`src/sfrs_pkg.sv`:
```
// constants, carriers and types of the register space decoder and stack pointer
package sfrs_pkg;

    // ----------------------------------------------------------------
    // register space addresses
    // ----------------------------------------------------------------
    localparam logic [7:0] SFRS_ADDR_STACK_POINTER = 8'h81;
    localparam logic [7:0] SFRS_ADDR_DATA_POINTER_LOW = 8'h82;
    localparam logic [7:0] SFRS_ADDR_DATA_POINTER_HIGH = 8'h83;
    localparam logic [7:0] SFRS_ADDR_ACCUMULATOR = 8'hE0;
    localparam logic [7:0] SFRS_ADDR_MULTIPLY_DIVIDE_AUX = 8'hF0;

    // upper half of the data space, direct mode, is the register space
    localparam int SFRS_SPACE_BIT = 7;
    // bit addresses below the register space map onto bytes 0x20 to 0x2F
    localparam logic [3:0] SFRS_BIT_RAM_BASE = 4'h2;

    // ----------------------------------------------------------------
    // values after reset and the stack step
    // ----------------------------------------------------------------
    localparam logic [7:0] SFRS_RST_STACK_POINTER = 8'h07;
    localparam logic [7:0] SFRS_RST_DATA_REG = 8'h00;
    localparam logic [7:0] SFRS_STACK_STEP = 8'h01;

    // occupied register-space locations, bit n = address 0x80 + n
    localparam logic [127:0] SFRS_OCCUPIED = {
        8'hFF, 8'h5F, 8'hFF, 8'h57, 8'h7F, 8'h73, 8'h3D, 8'h7F,
        8'h7D, 8'hCF, 8'h07, 8'hFF, 8'hFF, 8'h3F, 8'hFF, 8'h8F
    };

    // ----------------------------------------------------------------
    // carriers
    // ----------------------------------------------------------------
    typedef struct packed {
        logic valid;
        logic write;
        logic indirect;
        logic bit_op;
        logic [7:0] addr;
        logic [7:0] wdata;
    } sfrs_req_t;

    typedef struct packed {
        logic valid;
        logic write;
        logic bit_op;
        logic [2:0] bit_idx;
        logic [7:0] addr;
        logic [7:0] wdata;
    } sfrs_mem_t;

    typedef enum logic [3:0] {
        SFRS_SRC_ZERO = 4'b0001,
        SFRS_SRC_LOCAL = 4'b0010,
        SFRS_SRC_RAM = 4'b0100,
        SFRS_SRC_EXT = 4'b1000
    } sfrs_src_t;

endpackage : sfrs_pkg

```
`src/sfrs_space_stack.sv`:
```
// register space decoder, core registers and stack pointer
// Operation
// - stack pointer lives at register address 0x81 and places the stack.
// - stack pointer holds the address of the top entry; a pop steps it back to the entry below.
// - push increments the pointer, then writes at the new pointer value.
// - every reset loads the pointer with 0x07, first push lands at 0x08.
// - stack may sit anywhere in 256 bytes; pointer arithmetic is 8 bits.
// - direct accesses to 0x80 to 0xFF go to the register space.
// - registers at addresses ending 0x0 or 0x8 allow single-bit access.
// - all other register addresses are whole-byte only.
// - indirect byte accesses above 0x7F reach upper RAM, never registers.
`timescale 1ns/100ps
module sfrs_space_stack (
    // clock and reset
    input wire logic clock_i,
    input wire logic nrst_i,
    // core data access
    input wire sfrs_pkg::sfrs_req_t req_i,
    // core stack operations
    input wire logic push_i,
    input wire logic [7:0] push_data_i,
    input wire logic pop_i,
    // data RAM port
    output sfrs_pkg::sfrs_mem_t ram_o,
    input wire logic [7:0] ram_rdata_i,
    // peripheral register port
    output sfrs_pkg::sfrs_mem_t ext_o,
    input wire logic [7:0] ext_rdata_i,
    // read answer
    output logic rsp_valid_o,
    output logic [7:0] rsp_data_o,
    // core register values
    output logic [7:0] stack_pointer_o,
    output logic [15:0] data_pointer_o,
    output logic [7:0] accumulator_o,
    output logic [7:0] multiply_divide_aux_o
);
    import sfrs_pkg::*;

    // ----------------------------------------------------------------
    // state
    // ----------------------------------------------------------------
    logic [7:0] stack_pointer;
    logic [7:0] data_pointer_low;
    logic [7:0] data_pointer_high;
    logic [7:0] accumulator;
    logic [7:0] multiply_divide_aux;
    logic rd_pending;
    sfrs_src_t rd_src;
    logic [7:0] local_q;
    logic bit_q;
    logic [2:0] idx_q;

    // ----------------------------------------------------------------
    // decode
    // ----------------------------------------------------------------
    logic stack_op;
    logic acc_ok;
    logic [7:0] byte_addr;
    logic [2:0] bit_idx;
    logic to_sfr;
    logic to_ram;
    logic occupied;
    logic is_local;
    logic [7:0] local_val;
    logic to_ext;
    logic local_we;
    logic [7:0] next_wval;
    logic [7:0] next_push_addr;
    logic [7:0] sel_byte;
    sfrs_src_t next_src;

    function automatic logic [7:0] set_bit(input logic [7:0] v, input logic [2:0] i,
                                           input logic b);
        logic [7:0] r;
        r = v;
        r[i] = b;
        return r;
    endfunction : set_bit

    assign stack_op = push_i | pop_i;
    assign acc_ok = req_i.valid & ~stack_op;
    assign bit_idx = req_i.addr[2:0];
    assign byte_addr = !req_i.bit_op ? req_i.addr :
                       req_i.addr[SFRS_SPACE_BIT] ? {req_i.addr[7:3], 3'h0} :
                       {SFRS_BIT_RAM_BASE, req_i.addr[6:3]};
    assign to_sfr = acc_ok & (req_i.bit_op | ~req_i.indirect) & byte_addr[SFRS_SPACE_BIT];
    assign to_ram = acc_ok & ~to_sfr;
    assign occupied = SFRS_OCCUPIED[byte_addr[6:0]];

    always_comb begin
        is_local = 1'b1;
        local_val = 8'h00;
        unique case (byte_addr)
            SFRS_ADDR_STACK_POINTER: local_val = stack_pointer;
            SFRS_ADDR_DATA_POINTER_LOW: local_val = data_pointer_low;
            SFRS_ADDR_DATA_POINTER_HIGH: local_val = data_pointer_high;
            SFRS_ADDR_ACCUMULATOR: local_val = accumulator;
            SFRS_ADDR_MULTIPLY_DIVIDE_AUX: local_val = multiply_divide_aux;
            default: is_local = 1'b0;
        endcase
    end

    assign to_ext = to_sfr & occupied & ~is_local;
    assign local_we = to_sfr & is_local & req_i.write;
    assign next_wval = req_i.bit_op ? set_bit(local_val, bit_idx, req_i.wdata[0]) : req_i.wdata;
    assign next_push_addr = stack_pointer + SFRS_STACK_STEP;

    // ----------------------------------------------------------------
    // stack pointer
    // ----------------------------------------------------------------
    always_ff @(posedge clock_i or negedge nrst_i) begin
        if (!nrst_i) begin
            stack_pointer <= SFRS_RST_STACK_POINTER;
        end else if (push_i) begin
            stack_pointer <= next_push_addr;
        end else if (pop_i) begin
            stack_pointer <= stack_pointer - SFRS_STACK_STEP;
        end else if (local_we && byte_addr == SFRS_ADDR_STACK_POINTER) begin
            stack_pointer <= next_wval;
        end
    end

    // ----------------------------------------------------------------
    // data registers
    // ----------------------------------------------------------------
    always_ff @(posedge clock_i or negedge nrst_i) begin
        if (!nrst_i) begin
            data_pointer_low <= SFRS_RST_DATA_REG;
            data_pointer_high <= SFRS_RST_DATA_REG;
            accumulator <= SFRS_RST_DATA_REG;
            multiply_divide_aux <= SFRS_RST_DATA_REG;
        end else if (local_we) begin
            if (byte_addr == SFRS_ADDR_DATA_POINTER_LOW) begin
                data_pointer_low <= next_wval;
            end
            if (byte_addr == SFRS_ADDR_DATA_POINTER_HIGH) begin
                data_pointer_high <= next_wval;
            end
            if (byte_addr == SFRS_ADDR_ACCUMULATOR) begin
                accumulator <= next_wval;
            end
            if (byte_addr == SFRS_ADDR_MULTIPLY_DIVIDE_AUX) begin
                multiply_divide_aux <= next_wval;
            end
        end
    end

    // ----------------------------------------------------------------
    // outgoing requests
    // ----------------------------------------------------------------
    always_ff @(posedge clock_i or negedge nrst_i) begin
        if (!nrst_i) begin
            ram_o <= '0;
        end else if (push_i) begin
            ram_o <= '{valid: 1'b1, write: 1'b1, bit_op: 1'b0, bit_idx: 3'h0,
                       addr: next_push_addr, wdata: push_data_i};
        end else if (pop_i) begin
            ram_o <= '{valid: 1'b1, write: 1'b0, bit_op: 1'b0, bit_idx: 3'h0,
                       addr: stack_pointer, wdata: 8'h00};
        end else begin
            ram_o <= '{valid: to_ram, write: req_i.write, bit_op: req_i.bit_op,
                       bit_idx: bit_idx, addr: byte_addr,
                       wdata: req_i.bit_op ? {7'h00, req_i.wdata[0]} : req_i.wdata};
        end
    end

    always_ff @(posedge clock_i or negedge nrst_i) begin
        if (!nrst_i) begin
            ext_o <= '0;
        end else begin
            ext_o <= '{valid: to_ext, write: req_i.write, bit_op: req_i.bit_op,
                       bit_idx: bit_idx, addr: byte_addr,
                       wdata: req_i.bit_op ? {7'h00, req_i.wdata[0]} : req_i.wdata};
        end
    end

    // ----------------------------------------------------------------
    // read answer
    // ----------------------------------------------------------------
    always_comb begin
        next_src = SFRS_SRC_ZERO;
        if (stack_op || to_ram) begin
            next_src = SFRS_SRC_RAM;
        end else if (to_ext) begin
            next_src = SFRS_SRC_EXT;
        end else if (to_sfr && is_local) begin
            next_src = SFRS_SRC_LOCAL;
        end
    end

    always_ff @(posedge clock_i or negedge nrst_i) begin
        if (!nrst_i) begin
            rd_pending <= 1'b0;
            rd_src <= SFRS_SRC_ZERO;
            local_q <= 8'h00;
            bit_q <= 1'b0;
            idx_q <= 3'h0;
        end else begin
            rd_pending <= (pop_i & ~push_i) | (acc_ok & ~req_i.write);
            rd_src <= next_src;
            local_q <= local_val;
            bit_q <= ~stack_op & req_i.bit_op;
            idx_q <= bit_idx;
        end
    end

    always_comb begin
        unique case (rd_src)
            SFRS_SRC_ZERO: sel_byte = 8'h00;
            SFRS_SRC_LOCAL: sel_byte = local_q;
            SFRS_SRC_RAM: sel_byte = ram_rdata_i;
            SFRS_SRC_EXT: sel_byte = ext_rdata_i;
            default: sel_byte = 8'h00;
        endcase
    end

    always_ff @(posedge clock_i or negedge nrst_i) begin
        if (!nrst_i) begin
            rsp_valid_o <= 1'b0;
            rsp_data_o <= 8'h00;
        end else begin
            rsp_valid_o <= rd_pending;
            rsp_data_o <= bit_q ? {7'h00, sel_byte[idx_q]} : sel_byte;
        end
    end

    assign stack_pointer_o = stack_pointer;
    assign data_pointer_o = {data_pointer_high, data_pointer_low};
    assign accumulator_o = accumulator;
    assign multiply_divide_aux_o = multiply_divide_aux;

endmodule : sfrs_space_stack

```
`config.mk`:
```
export PLATFORM = sky130hd
export DESIGN_NAME = sfrs_space_stack
export DESIGN_NICKNAME = d
export VERILOG_FILES = /design/src/sfrs_pkg.sv /design/src/sfrs_space_stack.sv
export SDC_FILE = /design/constraint.sdc
export NUM_CORES = 1
export LEC_CHECK = 0
export BUFFER_PORTS_ARGS = -buffer_cell sky130_fd_sc_hd__clkbuf_2
export CORE_UTILIZATION = 57
export DETAILED_ROUTE_END_ITERATION = 7
export GPL_ROUTABILITY_DRIVEN = 0
export PLACE_DENSITY = 0.85
export SLEW_MARGIN = 20
export SYNTH_ARGS = -nofsm -noshare
export SYNTH_HDL_FRONTEND = slang
export SYNTH_SLANG_ARGS = --single-unit
```
`constraint.sdc`:
```
create_clock -name clock_i -period 4.5 [get_ports clock_i]
set_clock_uncertainty 0.1 [all_clocks]
set_input_delay 0.9 -clock clock_i [delete_from_list [all_inputs] [get_ports clock_i]]
set_output_delay 0.9 -clock clock_i [all_outputs]
set_load 0.01 [all_outputs]
```
==> flow_metrics.tcl, run 1 <==
set metrics [dict create \
    outcome "complete, no violations" \
    synth_top_cell_area_share_pct 47.7 \
    antenna_found_initial 0 \
    slew_viol_final 0 \
    hp-start "rd_pending" \
    dr_total_vias 5070 \
    whs_path_depth 0 \
    synth-async-reset-ratio_pct 100 \
    start_util_pct 58.8 \
    cp_max_fo 41 \
    fillers 722 \
    ir_drop_uv 164 \
    fin_ws_ps 1060 \
    rows 35 \
    multi_input_area_sq_um 2460 \
    seqPwrFrac_pct 51.8 \
    post-route-util_pct 68.6 \
    synth-seq-cells 107 \
    synth_edf_count 0 \
    regArea_sq_um 2680 \
    finalSetupViolCount 0 \
    grt_pass1_wl_mm 24.8 \
    dp.cells 776 \
    cp_slowest_cell "nor3b_1" \
    min_path_type "register to register" \
    clock_power_share_pct 26.2 \
    cts_tree "yes" \
    synthCells 560 \
    yosysTopAreaCell "dfrtp_1" \
    worst_pin_slew_ps 881 \
    ios 141 \
    clkSinkCount 107 \
    drcViolationCount 0 \
    syn_avg_cell_area_sq_um 9.66 \
    wire_per_inst_um 19.9 \
    setup-tns-final_ps 0 \
    power.net_switching_w 0.000803 \
    stdcell_count 792 \
    cts_buffer_depth 2 \
    ant_nets 0 \
    drtPass1Iterations 6 \
    synth_ff_type "dfrtp_1" \
    worstSetupEndpointType "register" \
    slew-limit-headroom_pct 41.2 \
    arrival_ps 3670 \
    syn2layout_area_growth_pct 16.6 \
    place_hpwl_mm 11.4 \
    crit_type "input pin to register" \
    final_nets 726 \
    grt_pass1_vias 4799 \
    rr_worst_depth 7 \
    period_minus_slack_ps 3440 \
    intPower_w 0.00148 \
    cts_hold_buf 0 \
    rr_startpoint "stack_pointer_o[0]" \
    p_comb_share_pct 22.0 \
    routed_wl_mm 15.7 \
    max_stage_delay_ps 890 \
    postCtsSetupRepairBufs 0 \
    min_to "rsp_valid_o" \
    r2r-end "stack_pointer_o[4]" \
    grt.total_usage_pct 32.8 \
    startpoint_type "input pin" \
    drt-initial-drc-count 886 \
    crit_chain "clkbuf_2 > nor3b_1 > o21ai_0 > a21oi_1 > a211oi_1 > o21ai_0 > mux2_2" \
    antenna_cells 0 \
    clockRootBuffer "clkbuf_8" \
    htree_levels 3 \
    clock.fmax_ghz 0.291 \
    clkTransAtPathRegs_ps 110 \
    dp_slack_ps 902 \
    ys_types 76 \
    powerDensity_nw_per_um2 362 \
    die_h_um 99.4 \
    viasPerCell 6.40 \
    ys_warn_count 0 \
    clock_latency_ps 390 \
    p_leak_nw 3.06 \
    numPortBuffers 140 \
    r2r_setup_slack_ps 2180 \
    netSwitchingFraction_pct 35.2 \
    drive_gt1_share_pct 28.6 \
    synth_nets 610 \
    rsz0062_at_grt "false" \
    report.final.hold_viol_count 0 \
    grt_overflow_total 0 \
    cpMostUsedCell "o21ai_0" \
    postCtsResizedCells 0 \
    die_area_sq_um 9880 \
    synth_area_sq_um 5410 \
    yosys-top-cells-count "dfrtp_1, o21ai_0, nand2_1" \
    synth.most_common_cell "dfrtp_1" \
    die_x_um 99.4 \
    synth_area_leaders "dfrtp_1, o21ai_0, nand2_1" \
    max-cap-violations 0 \
    finalCritPeriodShare_pct 76.5 \
    core_area_sq_um 9200 \
    yosysSeqAreaShare_pct 49.6 \
    cp.required_ps 4730 \
    numCtsBuffers 9 \
    grt_max_degree 47 \
]
how the worst max path moves through the flow:
stage	from	endpoint	slack (ps)	cells past startpoint
final	req_i[16]	data_pointer_low[5]	1060	7
after global routing	req_i[16]	multiply_divide_aux_o[5]	1010	7
after CTS	req_i[16]	data_pointer_low[5]	1290	7
after detailed placement	req_i[16]	accumulator_o[5]	900	7
after global placement	req_i[16]	accumulator_o[5]	990	7
after floorplan	req_i[8]	multiply_divide_aux_o[1]	1790	6
sequential cells by signal (all words and copies together), names as in the netlist, 3 cells and up:
register,flops
accumulator_o,8
data_pointer_high,8
data_pointer_low,8
ext_o,19
idx_q,3
local_q,8
multiply_divide_aux_o,8
ram_o,22
rd_src,4
rsp_data_o,8
stack_pointer_o,8
worst max-delay path: cells and delay by family:
family	cells	cell delay (ps)
buffers and inverters	1	450
and+or+nand+nor	1	890
AOI/OAI and AO/OA	4	1130
muxes	1	280
power by group through the flow:
stage                     combinational (W)  sequential (W)  clock [W]
after floorplan                    0.000311         0.00116          0
after global placement             0.000480         0.00119          0
after detailed placement           0.000493         0.00119          0
after CTS                          0.000496         0.00117   0.000603
after global routing               0.000548         0.00119   0.000644
final                              0.000503         0.00118   0.000597
cell type report:
cell class | instances | share of cell area [%]
clock buffer | 9 | 1.96
timing repair buffer | 145 | 11.7
multi-input combinational | 391 | 39.0
clock inverter | 7 | 1.21
sequential | 107 | 42.5
inverter | 22 | 1.31
tap | 111 | 2.20
metrics by stage:
stage          total power, W  hold WS, ps  instance area (sq um)
2_1_floorplan         0.00147          231                   5410
3_3_place_gp          0.00167          231                   6100
3_5_place_dp          0.00169          238                   6100
4_1_cts               0.00227          263                   6300
5_1_grt               0.00238          284                   6300
6_report              0.00228          260                   6300
kinds of logic (layout without fill, tap and decap cells):
group / Yosys count / after routing / synth area share (%)
buf+inv: 62 / 183 / 4.91
simple gates: 183 / 183 / 18.0
xor+xnor: 5 / 5 / 0.810
mux: 22 / 22 / 4.49
flops: 107 / 107 / 49.6
compound gates: 179 / 179 / 21.7
fa+ha+maj: 2 / 2 / 0.463
layout by cell type (no fill, tap or decap), types with 9 or more instances in the layout:
| master | n |
|---|---|
| inv_1 | 21 |
| nor2b_1 | 12 |
| clkbuf_2 | 139 |
| o31ai_1 | 9 |
| clkbuf_8 | 9 |
| nand2b_1 | 10 |
| nand3_1 | 14 |
| o21ai_0 | 70 |
| dfrtp_1 | 103 |
| nor2_1 | 44 |
| a22oi_1 | 12 |
| a21oi_1 | 26 |
| and2_1 | 9 |
| mux2_2 | 14 |
| nand2_1 | 48 |
metal layers:
metal | up-vias | GRT usage [%] | wire length (um)
li1 | 2240 | - | -
met4 | 0 | 14.5 | 616
met3 | 85 | 9.14 | 1830
met1 | 2344 | 43.1 | 6080
met5 | - | 0 | 0
met2 | 401 | 51.1 | 7210
(Power assumes the default switching activity.)
==> run 2, diff against run 1 <==
--- a/config.mk
+++ b/config.mk
@@ -5,11 +5,12 @@
 export SDC_FILE = /design/constraint.sdc
 export NUM_CORES = 1
 export LEC_CHECK = 0
+export ABC_AREA = 1
 export BUFFER_PORTS_ARGS = -buffer_cell sky130_fd_sc_hd__clkbuf_2
-export CORE_UTILIZATION = 57
+export CORE_UTILIZATION = 53
 export DETAILED_ROUTE_END_ITERATION = 7
 export GPL_ROUTABILITY_DRIVEN = 0
-export PLACE_DENSITY = 0.85
+export PLACE_DENSITY = 0.8
 export SLEW_MARGIN = 20
 export SYNTH_ARGS = -nofsm -noshare
 export SYNTH_HDL_FRONTEND = slang
==> constraint.sdc (replaced) <==
create_clock -name clock_i -period 3.27 [get_ports clock_i]
set_clock_uncertainty 0.1 [all_clocks]
set_input_delay 0.654 -clock clock_i [delete_from_list [all_inputs] [get_ports clock_i]]
set_output_delay 0.654 -clock clock_i [all_outputs]
set_load 0.01 [all_outputs]
==> flow_metrics.tcl, run 2 <==
set metrics [dict create \
    outcome "complete, no violations" \
    seqPwrFrac_pct 50.9 \
    finalSetupViolCount 0 \
    die_h_um 102 \
    drive_gt1_share_pct 24.2 \
    synth_edf_count 0 \
    p_leak_nw 3.65 \
    mostFrequentLayoutCell "nand2_1" \
    period_minus_slack_ps 2760 \
    fin_ws_ps 509 \
    core_area_sq_um 9770 \
    report.final.hold_viol_count 0 \
    clockRootBuffer "clkbuf_8" \
    grtUsageMet3_pct 5.20 \
    cts_tree "yes" \
    grt_overflow_total 0 \
    yosysSeqAreaShare_pct 50.3 \
    ys_types 36 \
    drcViolationCount 0 \
    antenna_cells 0 \
    crit_type "input pin to register" \
    numPortBuffers 140 \
    slew_viol_final 0 \
    ir_drop_uv 289 \
    intPower_w 0.00199 \
    syn_avg_cell_area_sq_um 8.10 \
    synthCells 658 \
    grt.total_usage_pct 29.7 \
    rsz0062_at_grt "false" \
    grt_pass1_wl_mm 23.5 \
    grt_busiest_layer "met2" \
    clock_latency_ps 370 \
    power.net_switching_w 0.000922 \
    start_util_pct 54.5 \
    stdcell_count 934 \
    layout_common_cells "nand2_1, clkbuf_2, dfrtp_1" \
    synth_top_cell_area_share_pct 48.4 \
    yosys-top-cells-count "nand2_1, dfrtp_1, inv_1" \
    htree_levels 3 \
    setup-tns-final_ps 0 \
    synth_area_sq_um 5330 \
    cp.required_ps 3440 \
    synth_ff_type "dfrtp_1" \
    synth-async-reset-ratio_pct 100 \
    worstSetupEndpointType "register" \
    final_nets 846 \
    r2r_setup_slack_ps 1260 \
    synth_area_leaders "dfrtp_1, nand2_1, inv_1" \
    slew-limit-headroom_pct 48.6 \
    cp_max_fo 22 \
    clock.fmax_ghz 0.362 \
    routed_wl_mm 14.8 \
    viasPerCell 5.48 \
    wire_per_inst_um 15.8 \
    postCtsResizedCells 0 \
    max-cap-violations 0 \
    synth-seq-cells 107 \
    dr_total_vias 5115 \
    netSwitchingFraction_pct 31.6 \
    grt_max_degree 49 \
    finalCritPeriodShare_pct 84.4 \
    worst_pin_slew_ps 765 \
    ios 141 \
    synth.most_common_cell "nand2_1" \
    syn2layout_area_growth_pct 19.2 \
    ant_nets 0 \
    rows 36 \
    numCtsBuffers 9 \
    drtPass1Iterations 6 \
    postCtsSetupRepairBufs 0 \
    dp.cells 918 \
    largest_registers "ram_o: 22 flops, ext_o: 19 flops" \
    clkSinkCount 107 \
    grt_pass1_vias 4770 \
    power.total_w 0.00292 \
    drt-initial-drc-count 459 \
    ys_warn_count 0 \
    cts_hold_buf 0 \
    use_met1_pct 41.4 \
    grt_use_met2_pct 46.3 \
    startpoint_type "input pin" \
    clkTransAtPathRegs_ps 110 \
    antenna_found_initial 0 \
    regMostFlops "ram_o" \
    min_path_type "input pin to asynchronous set/reset pin" \
    die_area_sq_um 10500 \
    dp_slack_ps 185 \
    powerDensity_nw_per_um2 459 \
    cts_buffer_depth 2 \
    synth_nets 708 \
    clock_power_share_pct 30.1 \
    p_comb_share_pct 18.9 \
    arrival_ps 2930 \
    place_hpwl_mm 11.1 \
    largest_register_ff_count 22 \
    rr_worst_depth 10 \
    yosysTopAreaCell "dfrtp_1" \
    die_x_um 102 \
]
[run 2: cell count changes after synthesis, moves of 10 or more]
cell / previous run / this run
o21ai_0: 70 / 53
mux2_2: 14 / 0
nand3_1: 14 / 58
nor2_1: 44 / 78
a22oi_1: 12 / 0
a21oi_1: 26 / 12
clkbuf_1: 26 / 11
inv_1: 21 / 79
nand2_1: 48 / 162
nand4_1: 1 / 20
nor2b_1: 12 / 0
nand2b_1: 10 / 0
[run 2: area by class of cell]
| class | count | area, sq um |
|---|---|---|
| clock buffers | 10 | 138 |
| inverters | 84 | 317 |
| multi-input cells | 448 | 2210 |
| clock inverters | 6 | 80.1 |
| well taps | 133 | 166 |
| flip-flops and latches | 107 | 2680 |
| fillers | 825 | 3420 |
| repair buffers | 146 | 761 |
[run 2: metrics by stage]
stage / util (%) / instance area, sq um / hold slack (ps)
after floorplan: - / 5330 / 231
after CTS: 65.0 / 6350 / 192
after detailed placement: 62.8 / 6140 / 239
after global routing: 65.0 / 6350 / 211
final: 65.0 / 6350 / 173
after global placement: 62.8 / 6140 / 235
[run 2: path summary, 6_finish.rpt]
kind,start,end
worst max-delay path,req_i[16],stack_pointer_o[6]
worst min-delay path,nrst_i,ram_o[19]
worst max register to register,stack_pointer_o[2],stack_pointer_o[7]
worst min register to register,rd_pending,rsp_valid_o
max in group asynchronous,nrst_i,data_pointer_low[5]
min in group clock_i,rd_pending,rsp_valid_o
[run 2: cell families (layout without fill, tap and decap cells)]
logic type,count (synthesis),count (layout),synth area share [%]
buf+inv,103,246,8.19
simple gates,353,353,31.0
compound gates,89,89,9.35
fa+ha+maj,2,2,0.470
xor+xnor,4,4,0.658
flops,107,107,50.3
[run 2: worst max-delay path: stages]
cell and delay [ps]:
clkbuf_2 200, inv_2 210, nand2_1 120, nand2_2 130, nor2_8 340, nand2_2 180, inv_2 110, nand2_1 60
nand3_2 110, nand4_1 170, nand2_2 210, inv_1 170, nor2_1 160, a21oi_1 80
[run 2: power by group through the flow]
stage | registers, W | clock network, W | logic [W]
3_5_place_dp | 0.00151 | 0 | 0.000543
6_report | 0.00149 | 0.000879 | 0.000552
4_1_cts | 0.00148 | 0.000884 | 0.000546
2_1_floorplan | 0.00153 | 0 | 0.000287
3_3_place_gp | 0.00151 | 0 | 0.000529
5_1_grt | 0.00149 | 0.000940 | 0.000615
[run 2: metal layers]
layer | share of wire (%) | routed length [um]
met1 | 43 | 6430
met2 | 46 | 6780
met3 | 8.1 | 1190
met4 | 2.6 | 382
met5 | 0 | 0
